`src/design/sdf_defines.svh`:
```
// sdf_defines.svh: offsets, field positions, reset values and timing counts
// assumes a 25 MHz system clock and a 32-bit AXI4-Lite register bus
`ifndef SDF_DEFINES_SVH
`define SDF_DEFINES_SVH

// ----------------------------------------------------------------------
// clock and timing
// ----------------------------------------------------------------------
`define SDF_CLK_HZ 25000000
`define SDF_CYC_PER_MS (`SDF_CLK_HZ / 1000)
`define SDF_OVLD_MS 5000
`define SDF_OVLD_CYC (`SDF_OVLD_MS * `SDF_CYC_PER_MS)
`define SDF_BLINK_MS 200
`define SDF_BLINK_CYC (`SDF_BLINK_MS * `SDF_CYC_PER_MS)
`define SDF_PAUSE_MS 1200
`define SDF_PAUSE_CYC (`SDF_PAUSE_MS * `SDF_CYC_PER_MS)
`define SDF_OSPD_RPM 16'h1388

// ----------------------------------------------------------------------
// register offsets (byte addresses)
// ----------------------------------------------------------------------
`define SDF_CTRL_OFS 8'h00
`define SDF_STATUS_OFS 8'h04
`define SDF_IRQ_STAT_OFS 8'h08
`define SDF_IRQ_EN_OFS 8'h0c
`define SDF_IRQ_CLR_OFS 8'h10

// ----------------------------------------------------------------------
// field positions and reset values
// ----------------------------------------------------------------------
`define SDF_CTRL_CLR_BIT 0
`define SDF_ST_CODE_LSB 0
`define SDF_ST_HEALTHY_BIT 4
`define SDF_ST_CUR_EN_BIT 5
`define SDF_ST_CUR_DIAL_LSB 8
`define SDF_ST_FILT_DIAL_LSB 12
`define SDF_ST_PCT_LSB 16
`define SDF_IRQ_SET_BIT 0
`define SDF_IRQ_CLR_BIT 1
`define SDF_CUR_DIAL_DEF 4'hf
`define SDF_FILT_DIAL_DEF 4'h6
`define SDF_RESP_OKAY 2'h0
`define SDF_RESP_SLVERR 2'h2

`endif

```
`src/design/sdf_pkg.sv`:
```
// sdf_pkg: types of the drive settings and fault logic
// assumes sdf_defines.svh is on the include path
`default_nettype none
package sdf_pkg;

  typedef enum logic [3:0] {
    FLT_NONE = 4'h0,
    FLT_OVLD = 4'h2,
    FLT_OVV = 4'h3,
    FLT_SPD = 4'h4,
    FLT_OSPD = 4'h6,
    FLT_MEM = 4'h7,
    FLT_SNS = 4'h8,
    FLT_SYS = 4'hf
  } sdf_fault_t;

  typedef enum logic [3:0] {
    BL_IDLE = 4'b0001,
    BL_ON = 4'b0010,
    BL_OFF = 4'b0100,
    BL_PAUSE = 4'b1000
  } sdf_blink_st_t;

  typedef struct packed {
    sdf_blink_st_t st;
    logic [31:0] cnt;
    logic [3:0] done;
    logic led;
  } sdf_blink_t;

  typedef struct packed {
    sdf_fault_t fault;
    logic clr_prev;
    logic pwr_chk;
    logic [31:0] ovld_cnt;
    logic [6:0] cur_pct;
    logic [13:0] filt_tc;
    logic cur_en;
    logic healthy;
    logic [1:0] irq_stat;
    logic [1:0] irq_en;
    logic irq;
    logic aw_got;
    logic w_got;
    logic [7:0] awaddr;
    logic [31:0] wdata;
    logic wstrb0;
    logic awready;
    logic wready;
    logic bvalid;
    logic [1:0] bresp;
    logic arready;
    logic rvalid;
    logic [31:0] rdata;
    logic [1:0] rresp;
  } sdf_top_t;

endpackage : sdf_pkg
`default_nettype wire

```
`src/design/sdf_blink.sv`:
```
// sdf_blink: fault lamp driver, blinks the fault code in groups, lit solid for FLT_SYS
// assumes code is the next-state fault code of the top, held while active
`include "sdf_defines.svh"
`default_nettype none
module sdf_blink import sdf_pkg::*; #(
  parameter int unsigned ON_CYC = `SDF_BLINK_CYC,
  parameter int unsigned PAUSE_CYC = `SDF_PAUSE_CYC
) (
  input wire logic clk,
  input wire logic rstn,
  input wire sdf_fault_t code,
  output logic led
);

  sdf_blink_t s_q;
  sdf_blink_t s_d;

  // ----------------------------------------------------------------------
  // group sequencer
  // ----------------------------------------------------------------------
  always_comb begin
    s_d = s_q;
    s_d.cnt = s_q.cnt + 32'h1;
    if (code == FLT_NONE) begin
      s_d = '{st: BL_IDLE, cnt: 32'h0, done: 4'h0, led: 1'b0};
    end else if (code == FLT_SYS) begin
      s_d = '{st: BL_IDLE, cnt: 32'h0, done: 4'h0, led: 1'b1};
    end else begin
      unique case (s_q.st)
        BL_IDLE: begin
          s_d = '{st: BL_ON, cnt: 32'h0, done: 4'h0, led: 1'b1};
        end
        BL_ON: begin
          if (s_q.cnt == ON_CYC - 1) begin
            s_d.cnt = 32'h0;
            s_d.done = 4'(s_q.done + 4'h1);
            s_d.led = 1'b0;
            s_d.st = (4'(s_q.done + 4'h1) >= code) ? BL_PAUSE : BL_OFF;
          end
        end
        BL_OFF: begin
          if (s_q.cnt == ON_CYC - 1) begin
            s_d.cnt = 32'h0;
            s_d.led = 1'b1;
            s_d.st = BL_ON;
          end
        end
        BL_PAUSE: begin
          if (s_q.cnt == PAUSE_CYC - 1) begin
            s_d = '{st: BL_ON, cnt: 32'h0, done: 4'h0, led: 1'b1};
          end
        end
        default: begin
          s_d = '{st: BL_IDLE, cnt: 32'h0, done: 4'h0, led: 1'b0};
        end
      endcase
    end
  end

  always_ff @(posedge clk or negedge rstn) begin
    if (!rstn) begin
      s_q <= '{st: BL_IDLE, cnt: 32'h0, done: 4'h0, led: 1'b0};
    end else begin
      s_q <= s_d;
    end
  end

  assign led = s_q.led;

endmodule : sdf_blink
`default_nettype wire

```
`src/design/sdf_top.sv`:
```
// sdf_top: stepper drive settings decode, fault latch and register slave
// assumes all pins synchronous to clk; power cycle appears as rstn
//
// Register access over AXI4-Lite and the register addresses were left to the implementer.
`include "sdf_defines.svh"
`default_nettype none

module sdf_top import sdf_pkg::*; #(
  parameter int unsigned OVLD_CYC = `SDF_OVLD_CYC,
  parameter int unsigned BLINK_CYC = `SDF_BLINK_CYC,
  parameter int unsigned PAUSE_CYC = `SDF_PAUSE_CYC
) (
  input wire logic clk,
  input wire logic rstn,
  input wire logic [3:0] current_level_dial,
  input wire logic [3:0] filter_dial,
  input wire logic fault_clear_input,
  input wire logic overload_det,
  input wire logic overvoltage_det,
  input wire logic speed_error_det,
  input wire logic [15:0] shaft_rpm,
  input wire logic param_corrupt_det,
  input wire logic motor_cable_present,
  input wire logic system_fail_det,
  output logic [6:0] current_pct,
  output logic motor_current_en,
  output logic [13:0] filter_tc,
  output logic healthy,
  output logic fault_led,
  output logic irq,
  input wire logic [7:0] awaddr,
  input wire logic [2:0] awprot,
  input wire logic awvalid,
  output logic awready,
  input wire logic [31:0] wdata,
  input wire logic [3:0] wstrb,
  input wire logic wvalid,
  output logic wready,
  output logic [1:0] bresp,
  output logic bvalid,
  input wire logic bready,
  input wire logic [7:0] araddr,
  input wire logic [2:0] arprot,
  input wire logic arvalid,
  output logic arready,
  output logic [31:0] rdata,
  output logic [1:0] rresp,
  output logic rvalid,
  input wire logic rready
);

  sdf_top_t s_q;
  sdf_top_t s_d;
  sdf_fault_t det;
  logic aw_ok;
  logic w_ok;
  logic wr_go;
  logic [7:0] wr_addr;
  logic [31:0] wr_data;
  logic wr_b0;
  logic sw_clr;
  logic [1:0] irq_clr;
  logic clr_ev;
  logic [31:0] rd;

  // ----------------------------------------------------------------------
  // dial and register decode
  // ----------------------------------------------------------------------
  // dial to percent table
  function automatic logic [6:0] sdf_cur_pct(input logic [3:0] dial);
    logic [6:0] p;
    p = 7'h64;
    unique case (dial)
      4'h0: p = 7'h06;
      4'h1: p = 7'h0d;
      4'h2: p = 7'h13;
      4'h3: p = 7'h19;
      4'h4: p = 7'h1f;
      4'h5: p = 7'h26;
      4'h6: p = 7'h2c;
      4'h7: p = 7'h32;
      4'h8: p = 7'h38;
      4'h9: p = 7'h3f;
      4'ha: p = 7'h45;
      4'hb: p = 7'h4b;
      4'hc: p = 7'h51;
      4'hd: p = 7'h58;
      4'he: p = 7'h5e;
      4'hf: p = 7'h64;
    endcase
    return p;
  endfunction : sdf_cur_pct

  function automatic logic [13:0] sdf_filt_tc(input logic [3:0] dial);
    logic [13:0] t;
    t = 14'h0;
    unique case (dial)
      4'h0: t = 14'h0;
      4'h1: t = 14'h00c;
      4'h2: t = 14'h010;
      4'h3: t = 14'h01b;
      4'h4: t = 14'h029;
      4'h5: t = 14'h052;
      4'h6: t = 14'h078;
      4'h7: t = 14'h0a0;
      4'h8: t = 14'h10e;
      4'h9: t = 14'h19a;
      4'ha: t = 14'h334;
      4'hb: t = 14'h4b0;
      4'hc: t = 14'h640;
      4'hd: t = 14'ha8c;
      4'he: t = 14'h1004;
      4'hf: t = 14'h2008;
    endcase
    return t;
  endfunction : sdf_filt_tc

  // faults that the clear input may release
  function automatic logic sdf_clearable(input sdf_fault_t f);
    return (f != FLT_MEM) && (f != FLT_SYS) && (f != FLT_NONE);
  endfunction : sdf_clearable

  // register index of a byte offset
  function automatic logic [5:0] sdf_idx(input logic [7:0] ofs);
    return ofs[7:2];
  endfunction : sdf_idx

  // ----------------------------------------------------------------------
  // protection detection
  // ----------------------------------------------------------------------
  always_comb begin
    det = FLT_NONE;
    if (system_fail_det) begin
      det = FLT_SYS;
    end else if (param_corrupt_det) begin
      det = FLT_MEM;
    end else if (s_q.pwr_chk && !motor_cable_present) begin
      det = FLT_SNS;
    end else if (overvoltage_det) begin
      det = FLT_OVV;
    end else if (shaft_rpm > `SDF_OSPD_RPM) begin
      det = FLT_OSPD;
    end else if (speed_error_det) begin
      det = FLT_SPD;
    end else if (overload_det && s_q.ovld_cnt == OVLD_CYC - 1) begin
      det = FLT_OVLD;
    end
  end

  // ----------------------------------------------------------------------
  // register write decode
  // ----------------------------------------------------------------------
  always_comb begin
    aw_ok = s_q.aw_got || (awvalid && s_q.awready);
    w_ok = s_q.w_got || (wvalid && s_q.wready);
    wr_go = aw_ok && w_ok && !s_q.bvalid;
    wr_addr = s_q.aw_got ? s_q.awaddr : awaddr;
    wr_data = s_q.w_got ? s_q.wdata : wdata;
    wr_b0 = s_q.w_got ? s_q.wstrb0 : wstrb[0];
    sw_clr = wr_go && wr_b0 && wr_addr[7:2] == sdf_idx(`SDF_CTRL_OFS) &&
             wr_data[`SDF_CTRL_CLR_BIT];
    irq_clr = 2'h0;
    if (wr_go && wr_b0 && wr_addr[7:2] == sdf_idx(`SDF_IRQ_CLR_OFS)) begin
      irq_clr = wr_data[1:0];
    end
  end

  // ----------------------------------------------------------------------
  // read data mux
  // ----------------------------------------------------------------------
  always_comb begin
    rd = 32'h0;
    unique case (araddr[7:2])
      sdf_idx(`SDF_STATUS_OFS): begin
        rd[`SDF_ST_CODE_LSB +: 4] = s_q.fault;
        rd[`SDF_ST_HEALTHY_BIT] = s_q.healthy;
        rd[`SDF_ST_CUR_EN_BIT] = s_q.cur_en;
        rd[`SDF_ST_CUR_DIAL_LSB +: 4] = current_level_dial;
        rd[`SDF_ST_FILT_DIAL_LSB +: 4] = filter_dial;
        rd[`SDF_ST_PCT_LSB +: 7] = s_q.cur_pct;
      end
      sdf_idx(`SDF_IRQ_STAT_OFS): begin
        rd[1:0] = s_q.irq_stat;
      end
      sdf_idx(`SDF_IRQ_EN_OFS): begin
        rd[1:0] = s_q.irq_en;
      end
      default: begin
        rd = 32'h0;
      end
    endcase
  end

  // ----------------------------------------------------------------------
  // next state
  // ----------------------------------------------------------------------
  always_comb begin
    s_d = s_q;
    s_d.pwr_chk = 1'b0;
    s_d.clr_prev = fault_clear_input;
    clr_ev = (fault_clear_input && !s_q.clr_prev) || sw_clr;

    if (overload_det) begin
      if (s_q.ovld_cnt != OVLD_CYC - 1) begin
        s_d.ovld_cnt = s_q.ovld_cnt + 32'h1;
      end
    end else begin
      s_d.ovld_cnt = 32'h0;
    end

    if (clr_ev && sdf_clearable(s_q.fault)) begin
      s_d.fault = FLT_NONE;
    end
    // keep first fault, new detect wins over clear
    if (s_d.fault == FLT_NONE && det != FLT_NONE) begin
      s_d.fault = det;
    end

    s_d.cur_en = (s_d.fault == FLT_NONE);
    s_d.healthy = (s_d.fault == FLT_NONE);
    s_d.cur_pct = s_d.cur_en ? sdf_cur_pct(current_level_dial) : 7'h0;
    s_d.filt_tc = sdf_filt_tc(filter_dial);

    s_d.irq_stat = s_q.irq_stat & ~irq_clr;
    if (s_q.fault == FLT_NONE && s_d.fault != FLT_NONE) begin
      s_d.irq_stat[`SDF_IRQ_SET_BIT] = 1'b1;
    end
    if (s_q.fault != FLT_NONE && s_d.fault == FLT_NONE) begin
      s_d.irq_stat[`SDF_IRQ_CLR_BIT] = 1'b1;
    end
    if (wr_go && wr_b0 && wr_addr[7:2] == sdf_idx(`SDF_IRQ_EN_OFS)) begin
      s_d.irq_en = wr_data[1:0];
    end
    s_d.irq = |(s_d.irq_stat & s_d.irq_en);

    // write channel
    if (awvalid && s_q.awready) begin
      s_d.aw_got = 1'b1;
      s_d.awaddr = awaddr;
    end
    if (wvalid && s_q.wready) begin
      s_d.w_got = 1'b1;
      s_d.wdata = wdata;
      s_d.wstrb0 = wstrb[0];
    end
    if (wr_go) begin
      s_d.aw_got = 1'b0;
      s_d.w_got = 1'b0;
      s_d.bvalid = 1'b1;
      s_d.bresp = `SDF_RESP_SLVERR;
      if (wr_addr[7:2] <= sdf_idx(`SDF_IRQ_CLR_OFS) &&
          wr_addr[7:2] != sdf_idx(`SDF_STATUS_OFS) &&
          wr_addr[7:2] != sdf_idx(`SDF_IRQ_STAT_OFS)) begin
        s_d.bresp = `SDF_RESP_OKAY;
      end
    end else if (s_q.bvalid && bready) begin
      s_d.bvalid = 1'b0;
    end
    s_d.awready = !s_d.aw_got && !s_d.bvalid;
    s_d.wready = !s_d.w_got && !s_d.bvalid;

    // read channel
    if (arvalid && s_q.arready) begin
      s_d.rvalid = 1'b1;
      s_d.rdata = rd;
      s_d.rresp = (araddr[7:2] <= sdf_idx(`SDF_IRQ_CLR_OFS)) ?
                  `SDF_RESP_OKAY : `SDF_RESP_SLVERR;
    end else if (s_q.rvalid && rready) begin
      s_d.rvalid = 1'b0;
    end
    s_d.arready = !s_d.rvalid;
  end

  // ----------------------------------------------------------------------
  // state register
  // ----------------------------------------------------------------------
  always_ff @(posedge clk or negedge rstn) begin
    if (!rstn) begin
      s_q <= '0;
      s_q.fault <= FLT_NONE;
      s_q.pwr_chk <= 1'b1;
      s_q.cur_pct <= sdf_cur_pct(`SDF_CUR_DIAL_DEF);
      s_q.filt_tc <= sdf_filt_tc(`SDF_FILT_DIAL_DEF);
    end else begin
      s_q <= s_d;
    end
  end

  // ----------------------------------------------------------------------
  // fault lamp
  // ----------------------------------------------------------------------
  sdf_blink #(
    .ON_CYC(BLINK_CYC),
    .PAUSE_CYC(PAUSE_CYC)
  ) sdf_blink_i (
    .clk(clk),
    .rstn(rstn),
    .code(s_d.fault),
    .led(fault_led)
  );

  // ----------------------------------------------------------------------
  // outputs
  // ----------------------------------------------------------------------
  assign current_pct = s_q.cur_pct;
  assign motor_current_en = s_q.cur_en;
  assign filter_tc = s_q.filt_tc;
  assign healthy = s_q.healthy;
  assign irq = s_q.irq;
  assign awready = s_q.awready;
  assign wready = s_q.wready;
  assign bvalid = s_q.bvalid;
  assign bresp = s_q.bresp;
  assign arready = s_q.arready;
  assign rvalid = s_q.rvalid;
  assign rdata = s_q.rdata;
  assign rresp = s_q.rresp;

endmodule : sdf_top
`default_nettype wire

```
`config.mk`:
```
export PLATFORM = sky130hd
export DESIGN_NAME = sdf_top
export DESIGN_NICKNAME = d
export VERILOG_FILES = /design/src/design/sdf_pkg.sv /design/src/design/sdf_blink.sv /design/src/design/sdf_top.sv
export VERILOG_INCLUDE_DIRS = /design/src /design/src/design
export SDC_FILE = /design/constraint.sdc
export NUM_CORES = 1
export LEC_CHECK = 0
export BUFFER_PORTS_ARGS = -buffer_cell sky130_fd_sc_hd__buf_2
export CAP_MARGIN = 20
export CORE_MARGIN = 1
export CORE_UTILIZATION = 57
export DETAILED_ROUTE_END_ITERATION = 8
export HOLD_SLACK_MARGIN = 0.12
export PLACE_DENSITY = 0.89
export SLEW_MARGIN = 20
export SYNTH_ARGS = -nofsm -noshare
export SYNTH_HDL_FRONTEND = slang
export SYNTH_SLANG_ARGS = --single-unit
```
`constraint.sdc`:
```
create_clock -name clk -period 9.25 [get_ports clk]
set_input_delay 0.4625 -clock clk [delete_from_list [all_inputs] [get_ports clk]]
set_output_delay 0.4625 -clock clk [all_outputs]
set_load 0.05 [all_outputs]
```
Word-level counts from Yosys, hierarchy flattened
Memory sizes are Yosys's and may differ from the RTL's. A register that Yosys moved wholly into a read port is not among the register bits.
Cells that the tools add are included.

storage, ports and cells
  bits in registers = 135
  latch bits = 0
  bits in writable memories = 0
  ROM bits = 336
  output and inout bits = 66
  word-level logic and storage cells = 148
  memories kept = 2

memory list
  name             words  width  rd ports  clocked after Yosys merged registers in  write ports  RTL line       text
  (no name shown)  16     14     1         1                                        0            sdf_top.sv:97  unique case (dial)
  (no name shown)  16     7      1         0                                        0            sdf_top.sv:73  unique case (dial)

operators by class
  $add $sub $neg = 3
  $mul = 0
  divide/modulo/power cells = 0
  magnitude comparators = 4
  equality and inequality tests = 23
  shift-type cells = 0
  mux-type cells = 41
  bitwise gates (word level) = 3
  reductions and logical operators = 46

operators by type and width
  cell                   count
  $mux 41                4
  $pmux 36 s4            1
  $add 32x1->32 const B  2
  $mux 32                2
  $mux 36                1
  $eq 32x23->1 const B   1
  $eq 32x25->1 const B   1
  $eq 32x27->1 const B   1
  $ne 32x27->1 const B   1
  $mux 4                 7
  $logic_and 1x1->1      25
  $eq 6x2->1 const B     3
  $gt 16x13->1 const B   1
  $mux 15                1
  $mux 2                 7
  $le 6x3->1 const B     2
  $logic_not 4->1        3
  $ne 4x2->1 const B     3
  $pmux 4 s3             1
  $reduce_bool 4->1      3
  $mux 1                 10
  $mux 3                 3
  $eq 4x4->1 const B     2
  $logic_not 1->1        8
  other kinds (23)       27

Depth between registers and ports, before layout
  depth in word-level cells = 19
  mapped depth = 14
  mapped depth without buffers = 13

Modules after synthesis
Synthesis repeated with hierarchy kept, for this count alone.

unflattened totals
  cells, all modules = 784
  area, all modules = 7817.5 µm²

modules (own cells, without submodules)
  module     times used  cells each  area each (µm²)  seq. area each (µm²)
  sdf_top    1           534         5475.3           2587.5
  sdf_blink  1           250         2342.2           1027.2

Worst setup path after synthesis
OpenSTA, ideal clock, no wires.

  path type = register to register
  start = register s_q[83] in the netlist's numbering
  end = register sdf_blink_i.s_q[39] in the netlist's numbering
  library setup time = 0.086 ns
  arrival time = 2.894 ns
  slack = 6.270 ns
  cell stages (with the launch flop) = 15
  cells stage by stage = dfrtp_1 buf_4 or3_1 a211o_1 nor3_2 nor2_1 o2bb2ai_1 inv_1 ha_1 nand2b_1 a21o_1 a21o_1 a21oi_1 a22oi_1 nor3_1

RTL lines
  item                  RTL line         text
  from (decl)           sdf_top.sv:52    sdf_top_t s_q;
  to (signal assigned)  sdf_blink.sv:62  s_q <= '{st: BL_IDLE, cnt: 32'h0, done: 4'h0, led: 1'b0};
  to (decl)             sdf_blink.sv:15  sdf_blink_t s_q;

==> flow_summary_export.csv <==
group,metric,value,unit
finish,stdcell_area,8880,sq um
clock_tree,cts.sinks,144,
routing,firstDrtPassIters,6,
grt,antenna_found_initial,0,
clock_tree,cts.root.buffer_cell,"clkbuf_16",
clock_tree,cts_resized,0,
clock_tree,clkLatencyLatePin,0.42,ns
synthesis,synth_cell_types,68,
setup_path,critical_path_required,9.57,ns
routing,vias,6194,
setup_path,crit_arrival,3.98,ns
synthesis,syn_inst,826,
finish,nFillCells,1043,
finish,antenna_cells,0,
clock_tree,htree_levels,4,
routing,wl,17100,um
synthesis,async_flop_share,1.00,
min_path,min_from,"fault_clear_input",
setup_path,cp_max_fo,10,
pwr,power.share.combinational,0.241,
synthesis,synth_seq_area_share,0.449,
sta,fin_worst_skew,0.0116,ns
placed_design,pre_cts_ws,5.76,ns
status,status,"finished clean",
sta,max_freq,0.274,GHz
pwr,powerDensity,216,nW/um^2
die,io_pins,162,
placed_design,dp_cells,1036,
synthesis,synth.cell_area,8040,sq um
placed_design,dpl_cell_area,8270,sq um
synthesis,avgSynthCellArea,9.74,sq um
finish,final_cells,1070,
finish,drive_above_1_share,0.208,
run,maxCapViolCount,0,
placed_design,hpwl,11100,um
sta,finalHoldViolCount,0,
clock_tree,tritoncts,"built",
routing,ant_nets,0,
sta,setup_tns,0,ns
pwr,switching_share,0.364,
setup_path,start_kind,"flip-flop",
sta,min_period_over_period,0.395,
pwr,p_switching,697,uW
pwr,p_seq_frac,0.403,
placed_design,port_buffers,105,
die,dieArea,14600,sq um
setup_path,rrSetupSlack,5.60,ns
grt,grt_max_degree,86,
sta,max-slew-margin-rel,0.420,
setup_path,worstReg2RegStart,"s_q[83]",
synthesis,ys_ff_latch,144,
synthesis,synth_edf_count,0,
synthesis,ys.flop_type,"dfrtp_1",
sta,setup_violations,0,
clock_tree,clk_pin_slew,0.07,ns
setup_path,critPathCaptureType,"flip-flop",
min_path,hold_path.class,"primary input to flip-flop",
pwr,max-vdd-ir-drop,0.149,mV
clock_tree,cts_buffers,17,
grt,grt_use_total,0.244,
grt,grt_pass1_vias,6039,
setup_path,crit-reg2reg-capture,"sdf_blink_i.s_q[39]",
routing,drc,0,
clock_tree,clockBufferDepth,2,
setup_path,r2r_cells,13,
die,core,13800,sq um
sta,rsz0062_at_grt,"false",
sta,fin_ws,5.60,ns
finish,area_delta_synth_final,10.5,%
setup_path,crit_type,"flip-flop to flip-flop",
sta,period_minus_slack,3.65,ns
routing,wl_per_cell,16.0,um
min_path,whs_endpoint,"s_q[145]",
die,dieHeight,121,um
die,die_w,121,um
die,floorplan.initialDensity,0.582,
routing,drt_iter0_drc,603,
placed_design,gp_congestion,0.885,
finish,finalNetCount,990,
pwr,p_int,1220,uW
grt,grt_pass1_wl,28200,um
pwr,clkPwrFrac,0.356,
synthesis,yosys_warnings,0,
die,rows,43,
sta,worst_pin_slew,0.868,ns
min_path,holdPathStages,1,
pwr,p_leak,0.00424,uW
grt,grt_overflow_total,0,
sta,final_max_slew_viol_count,0,
routing,via_per_inst,5.79,
[worst max-delay path, cell delays in order, from the launching register on]
cell       delay (ns)
dfrtp_1          0.53
nor4b_1          0.60
o211ai_1         0.30
nor3_2           0.32
nor2_1           0.11
o2bb2ai_1        0.31
inv_1            0.10
ha_1             0.29
nand2b_1         0.14
a21o_1           0.18
a21o_1           0.17
a21oi_1          0.19
a22oi_1          0.10
nor3_1           0.21
[Yosys cell counts, types with 2 or more instances]
| master | number | area [sq um] |
|---|---|---|
| dfrtp_1 | 135 | 3380 |
| nand2_1 | 82 | 308 |
| buf_4 | 60 | 450 |
| nor2_1 | 45 | 169 |
| nor3_1 | 45 | 225 |
| nand3_1 | 31 | 155 |
| o21ai_0 | 29 | 145 |
| xnor2_1 | 28 | 245 |
| and2_1 | 26 | 163 |
| xor2_1 | 24 | 210 |
| a22o_1 | 21 | 184 |
| clkbuf_1 | 21 | 78.8 |
| inv_1 | 20 | 75.1 |
| nor2b_1 | 19 | 119 |
| and3_1 | 17 | 106 |
| ha_1 | 17 | 213 |
| mux2_2 | 15 | 169 |
| a21oi_1 | 13 | 65.1 |
| nand2b_1 | 12 | 75.1 |
| or3_1 | 12 | 75.1 |
| mux2i_1 | 11 | 110 |
| nand4_1 | 11 | 68.8 |
| nor4_1 | 11 | 68.8 |
| nor4b_1 | 11 | 96.3 |
| a21o_1 | 10 | 75.1 |
| dfstp_2 | 9 | 236 |
| a22oi_1 | 7 | 52.6 |
| o211ai_1 | 6 | 45.0 |
| a21boi_0 | 5 | 37.5 |
| buf_2 | 5 | 25.0 |
| nor3_2 | 5 | 50.1 |
| o31ai_1 | 5 | 37.5 |
| nand3b_1 | 4 | 30.0 |
| nor4b_2 | 4 | 60.1 |
| or2_2 | 4 | 25.0 |
| a211oi_1 | 3 | 22.5 |
| and4_1 | 3 | 26.3 |
| buf_6 | 3 | 33.8 |
| a211o_1 | 2 | 17.5 |
| a31oi_1 | 2 | 12.5 |
| inv_2 | 2 | 7.51 |
| nand4b_1 | 2 | 17.5 |
| nor3b_1 | 2 | 15.0 |
| nor4_4 | 2 | 42.5 |
| o31a_1 | 2 | 17.5 |
[layer usage]
layer | share of wire | global-route usage | routed length (um) | vias to the layer above
met2 | 0.51 | 0.424 | 8740 | 211
met4 | 0.017 | 0.0849 | 285 | 0
li1 | - | - | - | 2936
met1 | 0.43 | 0.306 | 7310 | 3018
met5 | 0 | 0 | 0 | -
met3 | 0.046 | 0.0429 | 783 | 29
[power by group through the flow]
stage                     Sequential (uW)  Clock [uW]  Combinational (uW)
after CTS                             770         686                 457
after global routing                  783         712                 499
after floorplan                       799           0                 339
after detailed placement              780           0                 453
after global placement                775           0                 438
final                                 772         681                 462
[cell type report]
type / instances / area (sq um) / area share
multi-input combinational: 583 / 3800 / 0.428
sequential: 144 / 3610 / 0.407
timing repair buffer: 109 / 572 / 0.0644
clock buffer: 17 / 425 / 0.0479
tap: 180 / 225 / 0.0254
clock inverter: 15 / 161 / 0.0182
inverter: 22 / 82.6 / 0.00930
[timing repair]
item	CTS	global route
hold buffers	1	0
hold endpoints to repair	56	0
setup buffers	0	0
[cells by family after synthesis]
| family | Yosys count | share of synthesized area |
|---|---|---|
| muxes | 26 | 0.0347 |
| AOI/OAI and AO/OA | 120 | 0.107 |
| DFF | 144 | 0.449 |
| adders and majority gates | 17 | 0.0264 |
| buffers and inverters | 112 | 0.0839 |
| xor gates and xnor gates | 52 | 0.0566 |
| and+or+nand+nor | 354 | 0.242 |
| other | 1 | 0.000466 |
[placed cells by master (no fill, tap or decap), types with 19 or more instances in the layout]
cell / n
nand2_1: 82
and2_1: 26
buf_2: 104
nor2_1: 45
nor2b_1: 19
dfrtp_1: 135
nor3_1: 45
nand3_1: 31
a22o_1: 21
xnor2_1: 28
xor2_1: 24
o21ai_0: 29
inv_1: 20
[state kept, by name (all words and copies together) (netlist names)]
signal and flops:
bvalid 1, current_pct 7, arready 1, sdf_blink_i.s_q 40
awready 1, filter_tc 14, rdata 20, rvalid 1
s_q 53, sdf_blink_i.led 1, irq 1, healthy 1
rresp 1, bresp 1, wready 1
[worst max path at each step]
stage	from	end	cells after the start
3_5_place_dp	s_q[83]	sdf_blink_i.s_q[37]	8
3_3_place_gp	s_q[112]	sdf_blink_i.s_q[37]	9
5_1_grt	s_q[83]	sdf_blink_i.s_q[39]	13
4_1_cts	s_q[83]	sdf_blink_i.s_q[39]	13
2_1_floorplan	s_q[83]	sdf_blink_i.s_q[39]	14
6_report	s_q[83]	sdf_blink_i.s_q[39]	13
[per-stage QoR]
step / hold WS, ns / power, uW / utilization
2_1_floorplan: 0.167 / 1140 / -
3_3_place_gp: 0.460 / 1210 / 0.598
3_5_place_dp: 0.468 / 1230 / 0.598
4_1_cts: 0.161 / 1910 / 0.641
5_1_grt: 0.161 / 1990 / 0.642
6_report: 0.171 / 1920 / 0.642
No activity file was read; power rests on OpenSTA's default activity.
